<file path="src/logic/sci_pkg.sv">
/*
 * Shared constants and types of the serial command interpreter.
 * Assumes one system clock; byte streams arrive already deframed.
 */
package sci_pkg;
	localparam logic [7:0] CH_NUL   = 8'h00;
	localparam logic [7:0] CH_CR    = 8'h0d;
	localparam logic [7:0] CH_LF    = 8'h0a;
	localparam logic [7:0] CH_SPACE = 8'h20;
	localparam logic [7:0] CH_COMMA = 8'h2c;
	localparam logic [7:0] CH_ZERO  = 8'h30;
	localparam logic [7:0] CH_NINE  = 8'h39;
	localparam logic [7:0] CH_OPEN  = 8'h3c;
	localparam logic [7:0] CH_CLOSE = 8'h3e;
	localparam logic [7:0] CH_QUERY = 8'h3f;
	localparam logic [7:0] CH_INIT  = 8'h41;
	localparam logic [7:0] CH_CFG   = 8'h4b;
	localparam logic [7:0] CH_SAVE  = 8'h5a;

	localparam logic [15:0] TCP_PORT_DEFAULT = 16'h07d1;
	localparam logic [1:0]  CODE_DIGITS      = 2'h3;
	localparam logic [1:0]  FIELD_OVER       = 2'h3;
	localparam logic [3:0]  AFFIX_MAX        = 4'h8;
	localparam logic [3:0]  FOOT_DEF_LEN     = 4'h2;
	localparam logic [9:0]  CODE_PREAMBLE    = 10'h08d;
	localparam logic [9:0]  CODE_POSTAMBLE   = 10'h08e;

	localparam logic [2:0] TAIL_STAT  = 3'h0;
	localparam logic [2:0] TAIL_SAVE  = 3'h1;
	localparam logic [2:0] TAIL_INIT  = 3'h2;
	localparam logic [2:0] TAIL_READ  = 3'h3;
	localparam logic [2:0] TAIL_QUERY = 3'h4;

	typedef enum logic [5:0] {
		P_IDLE  = 6'h01,
		P_OPEN  = 6'h02,
		P_CODE  = 6'h04,
		P_FIELD = 6'h08,
		P_TAIL  = 6'h10,
		P_SKIP  = 6'h20
	} sci_parse_type;

	typedef enum logic [4:0] {
		T_IDLE = 5'h01,
		T_STAT = 5'h02,
		T_HEAD = 5'h04,
		T_BODY = 5'h08,
		T_FOOT = 5'h10
	} sci_tx_type;

	typedef struct packed {
		logic [9:0]       code;
		logic [2:0]       mask;
		logic [2:0][15:0] value;
	} sci_apply_type;

	typedef struct packed {
		sci_parse_type ps;
		logic [2:0]    tail;
		logic [1:0]    dig;
		logic [1:0]    fidx;
		logic [15:0]   val;
		logic          got;
		logic [3:0]    alen;
		logic [1:0]    bank;
		logic [1:0]    aen;
		logic [1:0][3:0] len;
		logic          err;
		logic          stat_pend;
		sci_tx_type    ts;
		logic          phase;
		logic          last;
		logic [3:0]    idx;
		sci_apply_type stage;
		logic          apply_valid;
		sci_apply_type apply;
		logic          query_valid;
		logic [9:0]    query_code;
		logic          read_trig;
		logic          init;
		logic          save;
		logic          tx_valid;
		logic [7:0]    tx_data;
		logic          res_ready;
		logic [15:0]   tcp_port;
	} sci_state_type;

	function automatic logic sci_code_known(input logic [9:0] c);
		case (c)
			10'h064, 10'h07e, 10'h07f, 10'h080, 10'h081, 10'h08c, 10'h08d,
			10'h08e, 10'h08f, 10'h091, 10'h093, 10'h094, 10'h095, 10'h0a3,
			10'h0a4, 10'h0a6, 10'h384: sci_code_known = 1'b1;
			default: sci_code_known = 1'b0;
		endcase
	endfunction
endpackage

</file>
<file path="src/logic/sci_affix_mem.sv">
/*
 * Small memory for header and footer characters, two banks per affix.
 * Assumes the caller keeps the read address steady for one cycle.
 */
`timescale 1ns/1ps
module sci_affix_mem (
	// Clock.
	input  wire logic       sys_clk_in,
	// Write port.
	input  wire logic       wr_en_in,
	input  wire logic [4:0] wr_addr_in,
	input  wire logic [7:0] wr_data_in,
	// Read port.
	input  wire logic [4:0] rd_addr_in,
	output logic      [7:0] rd_data_out
);
	logic [7:0] mem [32];

	always_ff @(posedge sys_clk_in) begin
		if (wr_en_in) begin
			mem[wr_addr_in] <= wr_data_in;
		end
		rd_data_out <= mem[rd_addr_in];
	end
endmodule

</file>
<file path="src/logic/sci_interp.sv">
/*
 * Serial command interpreter: parses bracketed commands from a host byte
 * stream and frames read results as header, string and footer.
 * Assumes rx and result streams come from logic on the same clock.
 */
// Contract
// - Commands sit between a less-than and a greater-than character.
// - Letters compare case-sensitively, never folded.
// - Configuration command is one prefix letter, three digits, then fields.
// - Save-and-init trailer reinitialises and stores to nonvolatile memory.
// - Init-only trailer reinitialises without storing.
// - Every field but the last ends with a comma, no space.
// - An empty field leaves its parameter unchanged.
// - Missing trailing fields stay unchanged.
// - Back-to-back commands run in arrival order.
// - Status query returns reader status.
// - Code followed by question mark reports that command's settings.
// - Host and reader share the same serial framing settings.
// - Empty read command triggers a read, result goes back.
// - Device listens as TCP server on port 2001.
// - Result is header, decoded string, footer; defaults none and CR LF.
// - Output characters are ASCII byte codes.
`timescale 1ns/1ps
module sci_interp
	import sci_pkg::*;
(
	// Clock and reset.
	input  wire logic          sys_clk_in,
	input  wire logic          sys_rst_in,
	// Received command bytes.
	input  wire logic          rx_valid_in,
	input  wire logic [7:0]    rx_data_in,
	// Decoded read result.
	input  wire logic          res_valid_in,
	input  wire logic [7:0]    res_data_in,
	input  wire logic          res_last_in,
	output logic               res_ready_out,
	// Transmitted bytes.
	output logic               tx_valid_out,
	output logic [7:0]         tx_data_out,
	input  wire logic          tx_ready_in,
	// Configuration events.
	output logic               apply_valid_out,
	output sci_apply_type      apply_out,
	output logic               query_valid_out,
	output logic [9:0]         query_code_out,
	output logic               read_trig_out,
	output logic               init_out,
	output logic               save_out,
	output logic [15:0]        tcp_port_out
);
	sci_state_type s_q;
	sci_state_type s_d;
	logic          is_digit;
	logic          is_affix;
	logic          aff_sel;
	logic          hd_on;
	logic          ft_on;
	logic          mem_we;
	logic [4:0]    mem_waddr;
	logic [4:0]    mem_raddr;
	logic [7:0]    mem_rdata;

	assign is_digit  = (rx_data_in >= CH_ZERO) && (rx_data_in <= CH_NINE);
	assign is_affix  = (s_q.stage.code == CODE_PREAMBLE) || (s_q.stage.code == CODE_POSTAMBLE);
	assign aff_sel   = (s_q.stage.code == CODE_POSTAMBLE);
	assign hd_on     = s_q.aen[0] && (s_q.len[0] != 4'h0);
	assign ft_on     = s_q.aen[1] && (s_q.len[1] != 4'h0);
	assign mem_waddr = {aff_sel, ~s_q.bank[aff_sel], s_q.alen[2:0]};
	assign mem_raddr = (s_q.ts == T_FOOT) ? {1'b1, s_q.bank[1], s_q.idx[2:0]}
	                                      : {1'b0, s_q.bank[0], s_q.idx[2:0]};

	// Affix characters go to the idle bank so a discarded command leaves the live one intact.
	assign mem_we = rx_valid_in && (s_q.ps == P_FIELD) && is_affix && (s_q.fidx == 2'h1)
		&& (rx_data_in != CH_COMMA) && (rx_data_in != CH_CLOSE) && (rx_data_in != CH_OPEN)
		&& (rx_data_in != CH_NUL) && (s_q.alen < AFFIX_MAX);

	sci_affix_mem u_mem (
		.sys_clk_in  (sys_clk_in),
		.wr_en_in    (mem_we),
		.wr_addr_in  (mem_waddr),
		.wr_data_in  (rx_data_in),
		.rd_addr_in  (mem_raddr),
		.rd_data_out (mem_rdata)
	);

	always_comb begin
		s_d             = s_q;
		s_d.apply_valid = 1'b0;
		s_d.query_valid = 1'b0;
		s_d.read_trig   = 1'b0;
		s_d.init        = 1'b0;
		s_d.save        = 1'b0;

		// Transmit sequencer.
		unique case (s_q.ts)
			T_IDLE: begin
				if (s_q.stat_pend) begin
					s_d.stat_pend = 1'b0;
					s_d.tx_data   = CH_ZERO | {7'h00, s_q.err};
					s_d.tx_valid  = 1'b1;
					s_d.ts        = T_STAT;
				end else if (res_valid_in) begin
					s_d.ts    = T_HEAD;
					s_d.idx   = 4'h0;
					s_d.phase = 1'b0;
				end
			end
			T_STAT: begin
				if (tx_ready_in) begin
					s_d.tx_valid = 1'b0;
					s_d.ts       = T_FOOT;
					s_d.idx      = 4'h0;
					s_d.phase    = 1'b0;
				end
			end
			T_HEAD: begin
				if (s_q.tx_valid) begin
					if (tx_ready_in) begin
						s_d.tx_valid = 1'b0;
						s_d.idx      = s_q.idx + 4'h1;
					end
				end else if (!hd_on || (s_q.idx >= s_q.len[0])) begin
					s_d.ts = T_BODY;
				end else if (!s_q.phase) begin
					s_d.phase = 1'b1;
				end else begin
					s_d.tx_data  = mem_rdata;
					s_d.tx_valid = 1'b1;
					s_d.phase    = 1'b0;
				end
			end
			T_BODY: begin
				if (s_q.tx_valid) begin
					if (tx_ready_in) begin
						s_d.tx_valid = 1'b0;
						if (s_q.last) begin
							s_d.ts  = T_FOOT;
							s_d.idx = 4'h0;
						end
					end
				end else if (res_valid_in && s_q.res_ready) begin
					s_d.tx_data  = res_data_in;
					s_d.tx_valid = 1'b1;
					s_d.last     = res_last_in;
				end
			end
			T_FOOT: begin
				if (s_q.tx_valid) begin
					if (tx_ready_in) begin
						s_d.tx_valid = 1'b0;
						s_d.idx      = s_q.idx + 4'h1;
					end
				end else if (ft_on) begin
					if (s_q.idx >= s_q.len[1]) begin
						s_d.ts = T_IDLE;
					end else if (!s_q.phase) begin
						s_d.phase = 1'b1;
					end else begin
						s_d.tx_data  = mem_rdata;
						s_d.tx_valid = 1'b1;
						s_d.phase    = 1'b0;
					end
				end else if (s_q.idx >= FOOT_DEF_LEN) begin
					s_d.ts = T_IDLE;
				end else begin
					s_d.tx_data  = (s_q.idx == 4'h0) ? CH_CR : CH_LF;
					s_d.tx_valid = 1'b1;
				end
			end
		endcase
		s_d.res_ready = (s_d.ts == T_BODY) && !s_d.tx_valid;

		// Command parser; each byte is taken in arrival order.
		if (rx_valid_in) begin
			if ((rx_data_in == CH_OPEN) && (s_q.ps != P_IDLE)) begin
				s_d.err = 1'b1;
				s_d.ps  = P_OPEN;
			end else if ((rx_data_in == CH_NUL) && (s_q.ps != P_IDLE)) begin
				s_d.ps = P_SKIP;
			end else begin
				unique case (s_q.ps)
					P_IDLE: begin
						if (rx_data_in == CH_OPEN) begin
							s_d.ps = P_OPEN;
						end
					end
					P_OPEN: begin
						s_d.ps = P_TAIL;
						if (rx_data_in == CH_CFG) begin
							s_d.ps          = P_CODE;
							s_d.dig         = 2'h0;
							s_d.fidx        = 2'h0;
							s_d.val         = 16'h0000;
							s_d.got         = 1'b0;
							s_d.alen        = 4'h0;
							s_d.stage       = '0;
						end else if (rx_data_in == CH_QUERY) begin
							s_d.tail = TAIL_STAT;
						end else if (rx_data_in == CH_SAVE) begin
							s_d.tail = TAIL_SAVE;
						end else if (rx_data_in == CH_INIT) begin
							s_d.tail = TAIL_INIT;
						end else if (rx_data_in == CH_SPACE) begin
							s_d.tail = TAIL_READ;
						end else if (rx_data_in == CH_CLOSE) begin
							s_d.ps = P_IDLE;
						end else begin
							s_d.ps = P_SKIP;
						end
					end
					P_CODE: begin
						if (is_digit && (s_q.dig != CODE_DIGITS)) begin
							s_d.stage.code = 10'((s_q.stage.code << 3) + (s_q.stage.code << 1)
								+ {6'h00, rx_data_in[3:0]});
							s_d.dig = s_q.dig + 2'h1;
						end else if ((s_q.dig == CODE_DIGITS) && sci_code_known(s_q.stage.code)) begin
							if (rx_data_in == CH_COMMA) begin
								s_d.ps = P_FIELD;
							end else if (rx_data_in == CH_QUERY) begin
								s_d.ps   = P_TAIL;
								s_d.tail = TAIL_QUERY;
							end else if (rx_data_in == CH_CLOSE) begin
								s_d.ps = P_IDLE;
							end else begin
								s_d.ps = P_SKIP;
							end
						end else begin
							s_d.ps = P_SKIP;
						end
					end
					P_FIELD: begin
						if ((rx_data_in == CH_COMMA) || (rx_data_in == CH_CLOSE)) begin
							// Only fields that carried digits are marked; empty ones stay as they are.
							if (s_q.got && (s_q.fidx != FIELD_OVER)) begin
								s_d.stage.value[s_q.fidx] = s_q.val;
								s_d.stage.mask[s_q.fidx]  = 1'b1;
							end
							s_d.val = 16'h0000;
							s_d.got = 1'b0;
							if (s_q.fidx != FIELD_OVER) begin
								s_d.fidx = s_q.fidx + 2'h1;
							end
							if (rx_data_in == CH_CLOSE) begin
								// Trailing fields not sent keep their mask bit clear.
								s_d.ps          = P_IDLE;
								s_d.apply_valid = 1'b1;
								s_d.apply       = s_d.stage;
								s_d.err         = 1'b0;
								if (is_affix) begin
									if (s_d.stage.mask[0]) begin
										s_d.aen[aff_sel] = s_d.stage.value[0][0];
									end
									if (s_q.alen != 4'h0) begin
										s_d.bank[aff_sel] = ~s_q.bank[aff_sel];
										s_d.len[aff_sel]  = s_q.alen;
									end
								end
							end
						end else if (mem_we) begin
							s_d.alen = s_q.alen + 4'h1;
						end else if (is_digit && !(is_affix && (s_q.fidx == 2'h1))) begin
							s_d.val = 16'((s_q.val << 3) + (s_q.val << 1) + {12'h000, rx_data_in[3:0]});
							s_d.got = 1'b1;
						end else if (!(is_affix && (s_q.fidx == 2'h1))) begin
							s_d.ps = P_SKIP;
						end
					end
					P_TAIL: begin
						if (rx_data_in == CH_CLOSE) begin
							s_d.ps = P_IDLE;
							// A status query reports the command before it, so it keeps the flag.
							if (s_q.tail != TAIL_STAT) begin
								s_d.err = 1'b0;
							end
							unique case (s_q.tail)
								TAIL_STAT:  s_d.stat_pend = 1'b1;
								TAIL_SAVE: begin
									s_d.init = 1'b1;
									s_d.save = 1'b1;
								end
								TAIL_INIT:  s_d.init = 1'b1;
								TAIL_READ:  s_d.read_trig = 1'b1;
								TAIL_QUERY: begin
									s_d.query_valid = 1'b1;
									s_d.query_code  = s_q.stage.code;
								end
								default:    s_d.err = 1'b1;
							endcase
						end else begin
							s_d.ps = P_SKIP;
						end
					end
					P_SKIP: begin
						if (rx_data_in == CH_CLOSE) begin
							s_d.ps  = P_IDLE;
							s_d.err = 1'b1;
						end
					end
				endcase
			end
		end
	end

	always_ff @(posedge sys_clk_in) begin
		if (sys_rst_in) begin
			s_q          <= '0;
			s_q.ps       <= P_IDLE;
			s_q.ts       <= T_IDLE;
			s_q.tcp_port <= TCP_PORT_DEFAULT;
		end else begin
			s_q <= s_d;
		end
	end

	assign res_ready_out   = s_q.res_ready;
	assign tx_valid_out    = s_q.tx_valid;
	assign tx_data_out     = s_q.tx_data;
	assign apply_valid_out = s_q.apply_valid;
	assign apply_out       = s_q.apply;
	assign query_valid_out = s_q.query_valid;
	assign query_code_out  = s_q.query_code;
	assign read_trig_out   = s_q.read_trig;
	assign init_out        = s_q.init;
	assign save_out        = s_q.save;
	assign tcp_port_out    = s_q.tcp_port;
endmodule

</file>
<file path="config.mk">
export PLATFORM = sky130hd
export DESIGN_NAME = sci_interp
export DESIGN_NICKNAME = d
export VERILOG_FILES = /design/src/logic/sci_pkg.sv /design/src/logic/sci_affix_mem.sv /design/src/logic/sci_interp.sv
export SDC_FILE = /design/constraint.sdc
export NUM_CORES = 1
export LEC_CHECK = 0
export BUFFER_PORTS_ARGS = -buffer_cell sky130_fd_sc_hd__buf_4
export CORE_MARGIN = 5
export CORE_UTILIZATION = 55
export CTS_CLUSTER_SIZE = 24
export DETAILED_ROUTE_END_ITERATION = 6
export MAX_ROUTING_LAYER = met4
export PLACE_DENSITY_LB_ADDON = 0.1
export SYNTH_ARGS = -nofsm -noshare
export SYNTH_HDL_FRONTEND = slang
export SYNTH_HIERARCHICAL = 1
export SYNTH_SLANG_ARGS = --single-unit
</file>
<file path="constraint.sdc">
create_clock -name sys_clk_in -period 10.4 [get_ports sys_clk_in]
set_input_delay 3.12 -clock sys_clk_in [delete_from_list [all_inputs] [get_ports sys_clk_in]]
set_output_delay 3.12 -clock sys_clk_in [all_outputs]
set_load 0.01 [all_outputs]
</file>
=== Word level (Yosys, flattened, before mapping) ===
Memories as Yosys holds them, arrays and structs flattened. A register that Yosys moved wholly into a read port is not among the register bits.
Cells that the tools add are included.
W data, S select, Z words.

* Register bits: 206
* RAM bits: 256
* Input port bits: 22
* Output and inout bits: 102
* Word-level logic and storage cells: 362
* Memories: 1

* Add/subtract/negate cells: 8
* Order comparisons: 10
* Equality and inequality tests: 92
* Muxes and demuxes: 142
* Bitwise operators: 10
* Reductions and logical operators: 63

{| class="wikitable"
|+ Memory list
! memory !! words !! bits a word !! read ports !! clocked after memory_dff !! write ports !! line !! text
|-
| u_mem.mem || 32 || 8 || 1 || 1 || 1 || sci_affix_mem.sv:17 || <nowiki>logic [7:0] mem [32];</nowiki>
|}

{| class="wikitable"
|+ Operator list
! operator !! count
|-
| $mux W51 || 6
|-
| $eq A10 B8 Y1 const B || 13
|-
| $mux W6 || 21
|-
| $mux W113 || 1
|-
| $pmux W51 S2 || 1
|-
| $mux W9 || 8
|-
| $mux W62 || 1
|-
| $mux W61 || 1
|-
| $ne A2 B2 Y1 const B || 26
|-
| $mux W17 || 3
|-
| $bwmux W48 || 1
|-
| $pmux W23 S2 || 1
|-
| $mux W5 || 9
|-
| $mux W4 || 11
|-
| $mux W42 || 1
|-
| $eq A8 B6 Y1 const B || 5
|-
| $pmux W6 S6 || 1
|-
| $mux W1 || 34
|-
| $demux W16 S2 || 1
|-
| $mux W8 || 4
|-
| $pmux W8 S4 || 1
|-
| $reduce_and A8 Y1 || 4
|-
| $eq A10 B7 Y1 const B || 3
|-
| $reduce_and A6 Y1 || 5
|-
| 82 further kinds || 163
|}

=== Depth between registers and ports, before layout ===
Gate-level depths: netlist (run 1).

* Depth in word-level cells: 20
* Gate-level depth with buffers: 12
* Depth with buffers taken out: 10

=== Modules after synthesis ===
The synthesis (run 1) kept the hierarchy.

{| class="wikitable"
|+ By module, submodules not included
! module !! times used !! cells each !! area an instance (sq um) !! sequential area each (sq um)
|-
| sci_interp || 1 || 1332 || 11720.0 || 4124.0
|-
| sci_affix_mem || 1 || 417 || 10053.4 || 7847.5
|}

=== Worst setup path after synthesis (run 1) ===
Ideal clock, no wire load.

* Path type: in2reg
* From: input port rx_data_in[3]
* To: register s_q[206] (netlist bit)
* Library setup time: 125 ps
* Arrival: 5491 ps
* Required time: 10275 ps
* Path slack: 4784 ps
* Cell stages on the path: 9
* Path buffers: 0
* Path through: fa_1 ha_1 a211o_1 a2111oi_0 nor3_1 a41o_1 o41a_1 a32oi_1 o21ai_0

* Longest elaborated chain between the ends: 8
* Elaborated cells on any way between the ends: 32
* Classes of those cells: add/sub (1); order compare (2); eq/ne (10); mux (4); bitwise (2); reduce/logical (13)

{| class="wikitable"
|+ Ends and longest elaborated chain
! element !! line !! text
|-
| from (decl) || sci_interp.sv:32 || <nowiki>input wire logic [7:0] rx_data_in,</nowiki>
|-
| parallel branches: the longest is 8 deep, another holds $add A16 B4 Y16 || n/a ||
|-
| to (decl) || sci_interp.sv:52 || <nowiki>sci_state_type s_q;</nowiki>
|}

Several ways; the timed one is not identified. The select of a mux whose other input is x is not followed.
A chain may end at the register's enable or synchronous reset.

=== Worst setup path in the final report (run 1) ===
* From: input port rx_data_in[3]
* To: register s_q, in the netlist apply_out[25]

* Longest elaborated chain between the ends: 4
* Elaborated cells on any way between the ends: 10
* Classes of those cells: eq/ne (3); bitwise (2); reduce/logical (5)

{| class="wikitable"
|+ Ends and longest elaborated chain
! element !! line
|-
| $eq A8 B6 Y1 / $logic_not A8 Y1 (equally long branches) || sci_interp.sv:176, sci_interp.sv:179
|-
| $logic_and A1 B1 Y1 (on tied branches) || sci_interp.sv:176, sci_interp.sv:179
|-
| $not A1 Y1 (no line) || n/a
|-
| $reduce_and A6 Y1 (no line) (*) || n/a
|}

Mark *: on every way between the ends. The rest lies on a longest branch, timed or not.

==> out/qor.yml, run 1 <==
synthesis:
  yosysUniqueCellTypes: 85
  ys_seq_elements: 470
  post_syn_area_sq_um: 21800
  yosysTopAreaCell: "edfxtp_1"
  post_synthesis_sequential_area_ratio: 0.550
  synth.area.top_cells: "edfxtp_1 35%, dfxtp_1 20%, mux4_2 8.3%"
  synth_top_flop_cell: "edfxtp_1"
  async_flop_share: 0
  synth.top_cell.area_share: 0.353
  yosys_warnings: 6
  synth_edf_count: 256
  syn_area_per_cell_sq_um: 12.4
  synthesis.instances: 1749
worst_hold_path:
  worstHoldStart: "apply_out[53]"
  whs_path_depth: 2
  whs_endpoint: "apply_out[53]"
  worst_hold_path_type: "flip-flop to flip-flop"
cts:
  hold_buffers: 0
  cts_tree: "built"
  htree_num_levels: 2
  clock_path_buffers: 3
  cts_sinks: 470
  clk-insertion-delay-late_ns: 0.59
  postCtsSetupBuffers: 0
  clk_root_buffer_cell: "clkbuf_16"
  cts-resized-gates: 0
  cts.clk_slew.worst_paths_ns: 0.06
  cts_buffers: 49
sta:
  finalHoldViolCount: 0
  finalCritPeriodShare: 0.601
  setup_violations: 0
  setup_total_negative_slack_ns: 0
  clock_skew_ns: 0.0201
  max_slew.worst_pin.slew_ns: 1.26
  rsz0062_at_grt: "no"
  final_period_minus_worst_setup_slack_ns: 6.25
  max-slew-margin-rel: 0.152
  fmax_ghz: 0.160
  drv_slew: 0
worst_setup_path:
  worst_path_max_stage_delay_ns: 0.86
  rr_endpoint: "u_mem/mem[11][0]"
  worst_r2r_startpoint: "s_q[160]"
  critical_path_required_ns: 10.90
  maximum_net_fanout_on_the_critical_path: 81
  worstPathCellList: "buf_4 > nand2_1 > or3_4 > nor3b_4 > nand2_2 > nor2_4 > buf_4 > nor2_1 > a211oi_2"
  category_of_the_critical_setup_timing_path: "input pin to flip-flop"
  startpoint_type: "input pin"
  r2r.worst_path.cells: 6
  critical_path_arrival_ns: 6.75
  critPathSlowestCell: "buf_4"
  worstSetupEndpointType: "flip-flop"
  worst-r2r-setup-slack_ns: 6.07
  path_common_cell: "buf_4"
layout:
  design.final.nets: 1817
  final_cell_mix: "256 x nor2_1, 256 x edfxtp_1, 212 x dfxtp_1, 114 x buf_4, 82 x nand2_1"
  antenna_cells: 0
  seqCellArea_sq_um: 12000
  final_layout_size_suffix_gt1_frac: 0.206
  fillCellCount: 3071
  area.growth.synth_to_final_pct: 9.38
  utilization_after_layout: 0.612
  multi_input_comb_area_sq_um: 8570
routing:
  postRouteWirelength_mm: 49.1
  detail_route.drc_violations: 0
  firstDrtPassIters: 6
  detail_route.wl_per_cell_um: 21.4
  drt_first_iter_violations: 1224
  via_count: 13720
  drt-vias-per-instance: 5.99
  final_antenna_net_count: 0
global_route:
  overflow: 0
  first_pass_grt_wire_length_mm: 76.7
  first_global_vias: 13259
  grt_max_degree: 82
  globalRouteTotalUtil: 0.227
  antenna_found_initial: 0
place:
  dp_hpwl_mm: 31.8
  port_buffers: 107
  finalWeightedCongestion: 0.924
floorplanning:
  core-area_sq_um: 38900
  die_area_sq_um: 43700
  initial_utilization: 0.559
  fp.dieH_um: 209
  floorplan.rows: 72
  ios: 124
  fp.dieW_um: 209
flow_run:
  cap_viol_max_count: 0
status:
  run_status: "complete, no violations"
power:
  vdd_ir_drop_max_mv: 0.124
  power_density_nw_per_um2: 162
  static-leakage-power_nw: 8.24
==> cells by family (layout without fill, tap and decap cells) <==
family / after synthesis / count (layout) / synth area share
adders and majority gates: 62 / 62 / 0.0370
xor gates and xnor gates: 28 / 28 / 0.0113
buffers and inverters: 218 / 228 / 0.0592
DFF: 470 / 470 / 0.550
and+or+nand+nor: 503 / 503 / 0.113
AOI/OAI and AO/OA: 297 / 297 / 0.105
other: 2 / 16 / 0.000345
muxes: 169 / 169 / 0.124
==> final cells by class <==
| type | instances | area share |
|---|---|---|
| clock inverter | 27 | 0.0134 |
| timing repair buffer | 115 | 0.0364 |
| inverter | 22 | 0.00347 |
| multi-input combinational | 1075 | 0.360 |
| sequential | 470 | 0.503 |
| tap | 518 | 0.0272 |
| clock buffer | 64 | 0.0569 |
==> stage by stage <==
step / area [sq um] / worst slack [ns] / hold WS, ns / total power [mW] / instances
3_5_place_dp: 22100 / 3.57 / 0.447 / 2.09 / 2200
5_1_grt: 23800 / 3.87 / 0.468 / 3.97 / 2291
2_1_floorplan: 21800 / 4.78 / 0.432 / 2.06 / 1763
4_1_cts: 23800 / 4.16 / 0.456 / 3.89 / 2291
6_report: 23800 / 4.15 / 0.452 / 3.85 / 2291
3_3_place_gp: 22100 / 3.69 / 0.442 / 2.09 / 2200
==> critical path, delay by kind of cell <==
family	cells	cell delay, ns
simple gates	6	2.02
buf+inv	2	1.24
compound gates	1	0.23
==> power breakdown <==
part	total (mW)	switching (mW)	internal (mW)
sequential	1.96	0.00630	1.96
combinational	0.0882	0.0624	0.0257
clock	1.80	0.723	1.07
total	3.85	0.791	3.06
==> flip-flops by register name (all words and copies together), names as in the netlist <==
register	cells
u_mem/mem	256
query_valid_out	1
mem_waddr	3
save_out	1
s_q	117
init_out	1
res_ready_out	1
tx_valid_out	1
apply_valid_out	1
read_trig_out	1
apply_out	61
u_mem/rd_data_out	8
tx_data_out	8
query_code_out	10
==> Yosys cell counts (all sizes together), types with 16 or more instances <==
master  count
a211oi     66
mux4       80
a21oi      53
dfxtp     214
buf       144
nand3      16
edfxtp    256
o21ai      41
ha         58
nand2      83
nor3       26
nor2      258
inv        21
clkbuf     52
a22oi      73
xnor2      17
mux2i      78
==> metal layers <==
layer / share of wire / up-vias / global-route usage / routed length [um]
li1: - / 6403 / - / -
met1: 0.47 / 6805 / 0.334 / 23100
met2: 0.44 / 438 / 0.333 / 21700
met3: 0.067 / 74 / 0.0387 / 3290
met4: 0.020 / 0 / 0.0587 / 986
met5: 0 / - / - / 0
==> worst max path at each step <==
stage / startpoint / to / slack [ns] / depth (start not counted)
finish: rx_data_in[3] / apply_out[25] / 4.15 / 9
global placement: rx_data_in[3] / apply_out[17] / 3.69 / 9
detailed placement: rx_data_in[3] / apply_out[12] / 3.57 / 9
floorplan: rx_data_in[3] / s_q[206] / 4.78 / 9
CTS: rx_data_in[3] / apply_out[12] / 4.16 / 9
global route: rx_data_in[3] / apply_out[30] / 3.87 / 9
Note: power is estimated with default switching activity, not from simulation.
==> inputs of run 2 (changes only) <==
clock period = 5 ns   (was 10.4 ns; I/O delays follow)
==> run 2 against run 1 <==
Net effect:
- die area did not move
- clock skew fell by 0.0020 ns
- critical path type unchanged
- non-clock buffer count rose by 39
- combinational power rose by 120%
- highest routed layer unchanged
- worst hold slack got worse by 0.0023 ns
- global-route usage rose by 0.19 points
==> out/qor.yml, run 2 (same netlist as run 1, synthesis figures left out) <==
status:
  run_status: "complete, no violations"
place:
  finalWeightedCongestion: 0.893  # -3.3%
  dp_hpwl_mm: 32.0  # +0.50%
  port_buffers: 107  # unchanged
routing:
  postRouteWirelength_mm: 48.6  # -0.88%
  via_count: 13722  # +0.015%
  detail_route.drc_violations: 0  # unchanged
  final_antenna_net_count: 0  # unchanged
  drt_first_iter_violations: 1024  # -16%
  detail_route.wl_per_cell_um: 20.9  # -2.4%
  drt-vias-per-instance: 5.90  # -1.5%
  firstDrtPassIters: 5  # -1
worst_setup_path:
  worstSetupEndpointType: "flip-flop"
  critical_path_required_ns: 5.44  # -5.46 ns
  rr_endpoint: "u_mem/mem[9][4]"
  maximum_net_fanout_on_the_critical_path: 38  # -53%
  timing.critical_path.buf_inv: 1  # -1
  critPathSlowestCell: "nor4bb_1"
  critical-path-top-delay-family: "compound AO/OA/AOI/OAI gates"
  r2r.worst_path.cells: 7  # +1
  worst_path_max_stage_delay_ns: 0.58  # -0.28 ns
  category_of_the_critical_setup_timing_path: "input pin to flip-flop"
  worst_r2r_startpoint: "s_q[160]"
  critPathCapture: "s_q[122]"
  crit_cells: 8  # -1
  worstPathCellList: "buf_4 > nor4bb_1 > nand4_1 > a221oi_2 > and2_1 > o21ai_1 > a22oi_1 > nor2_1"
  startpoint_type: "input pin"
  setup.worst_path.start: "rx_data_in[6]"
  critical_path_arrival_ns: 4.26  # -2.49 ns
  worst-r2r-setup-slack_ns: 1.35  # -4.72 ns
global_route:
  overflow: 0  # unchanged
  antenna_found_initial: 0  # unchanged
  first_pass_grt_wire_length_mm: 77.7  # +1.3%
  first_global_vias: 13494  # +1.8%
  grt_max_degree: 110  # +34%
  globalRouteTotalUtil: 0.229  # +0.00186
sta:
  setup_total_negative_slack_ns: 0  # unchanged
  max-slew-margin-rel: 0.114  # -0.0376
  rsz0062_at_grt: "no"
  drv_slew: 0  # unchanged
  worst_hold_margin_ns: 0.450  # -0.00229 ns
  max_slew.worst_pin.slew_ns: 1.32  # +0.0560 ns
  final_period_minus_worst_setup_slack_ns: 3.82
  finalCritPeriodShare: 0.764
  setup_violations: 0  # unchanged
  fmax_ghz: 0.262
  finalHoldViolCount: 0  # unchanged
  clock_skew_ns: 0.0181  # -0.00197 ns
floorplanning:
  initial_utilization: 0.559  # unchanged
  ios: 124  # unchanged
  floorplan.rows: 72  # unchanged
  fp.dieW_um: 209  # unchanged
  core-area_sq_um: 38900  # unchanged
  die_area_sq_um: 43700  # unchanged
  fp.dieH_um: 209  # unchanged
layout:
  largest_register_ffs: 256  # unchanged
  antenna_cells: 0  # unchanged
  multi_input_comb_area_sq_um: 8570  # unchanged
  seqCellArea_sq_um: 12000  # unchanged
  final_cell_mix: "256 x nor2_1, 256 x edfxtp_1, 212 x dfxtp_1, 151 x buf_4, 82 x nand2_1"
  design.final.nets: 1856  # +2.1%
  max_flop_register: "u_mem/mem"
  final_layout_size_suffix_gt1_frac: 0.221  # +0.0141
  area.growth.synth_to_final_pct: 10.4
  fillCellCount: 3074  # +0.098%
power:
  vdd_ir_drop_max_mv: 0.232  # +87%
  power_density_nw_per_um2: 326  # +100%
  power_frac_comb: 0.024  # about the same
  static-leakage-power_nw: 8.43  # +2.2%
  sequential_group_share_of_total_power: 0.521  # +0.010
  p_sw_frac: 0.208  # +0.00215
  p_clk_frac: 0.455  # -0.012
  net-switching-power_mw: 1.63  # +110%
  power_report.internal_total_mw: 6.21  # +100%
cts:
  cts-resized-gates: 0  # unchanged
  cts_buffers: 49  # unchanged
  clock_path_buffers: 3  # unchanged
  cts_sinks: 470  # unchanged
  clk_root_buffer_cell: "clkbuf_16"
  clk-insertion-delay-late_ns: 0.59  # about the same
  htree_num_levels: 2  # unchanged
  cts_tree: "built"
  hold_buffers: 0  # unchanged
  cts.clk_slew.worst_paths_ns: 0.06  # about the same
  postCtsSetupBuffers: 0  # unchanged
flow_run:
  cap_viol_max_count: 0  # unchanged
worst_hold_path:
  worst_hold_path_type: "flip-flop to flip-flop"
## run 2: changes by cell type in the layout (fill, tap and decap cells not counted), sizes merged
cell      before  now
clkinvlp       3    0
clkbuf        64   67
bufinv         6    3
buf          115  154
## run 2: routing by layer
metal  up-vias  wire, um  global-route usage  share of wire
met3        57      3180              0.0438          0.065
met2       377     22500               0.348           0.46
met4         0       684              0.0425          0.014
li1       6474         -                   -              -
met1      6814     22300               0.329           0.46
met5         -         0                   -              0
## run 2: final cells by class
type | instances | share of cell area
well taps | 518 | 0.0270
flip-flops and latches | 470 | 0.498
inverters | 22 | 0.00343
repair buffers | 154 | 0.0493
multi-input cells | 1075 | 0.356
clock buffers | 67 | 0.0572
clock inverters | 21 | 0.00874
## run 2: worst min-delay path by stage
stage	from	endpoint	slack [ns]	cells after the start
final	apply_out[53]	apply_out[53]	0.45	2
after global routing	apply_out[0]	apply_out[0]	0.46	2
after CTS	apply_out[53]	apply_out[53]	0.45	2
after detailed placement	apply_out[53]	apply_out[53]	0.45	2
after global placement	apply_out[57]	apply_out[57]	0.44	2
after floorplan	apply_out[60]	apply_out[60]	0.43	2
## run 2: power by group through the flow
stage	Combinational, mW	Sequential [mW]	Clock [mW]
after global routing	0.211	4.08	3.82
after CTS	0.192	4.09	3.65
after detailed placement	0.191	4.17	0
final	0.191	4.09	3.57
after global placement	0.187	4.17	0
after floorplan	0.122	4.16	0
## run 2: worst reg2reg max path, cell delays in order, from the launching register on
cell	delay, ns
dfxtp_1	0.48
or3b_2	0.49
nor4_1	0.54
nand3b_1	0.38
mux2i_1	0.57
or3b_2	0.54
nor2_1	0.13
buf_4	0.23
## run 2: per-stage QoR
stage / power (mW) / utilization / cell area, sq um / instances / setup slack (ns)
6_report: 7.84 / 0.618 / 24000 / 2327 / 1.18
5_1_grt: 8.12 / 0.618 / 24000 / 2327 / 0.937
4_1_cts: 7.93 / 0.618 / 24000 / 2327 / 1.24
3_5_place_dp: 4.36 / 0.577 / 22500 / 2239 / 0.614
3_3_place_gp: 4.36 / 0.577 / 22500 / 2239 / 0.606
2_1_floorplan: 4.29 / - / 21800 / 1763 / 1.00
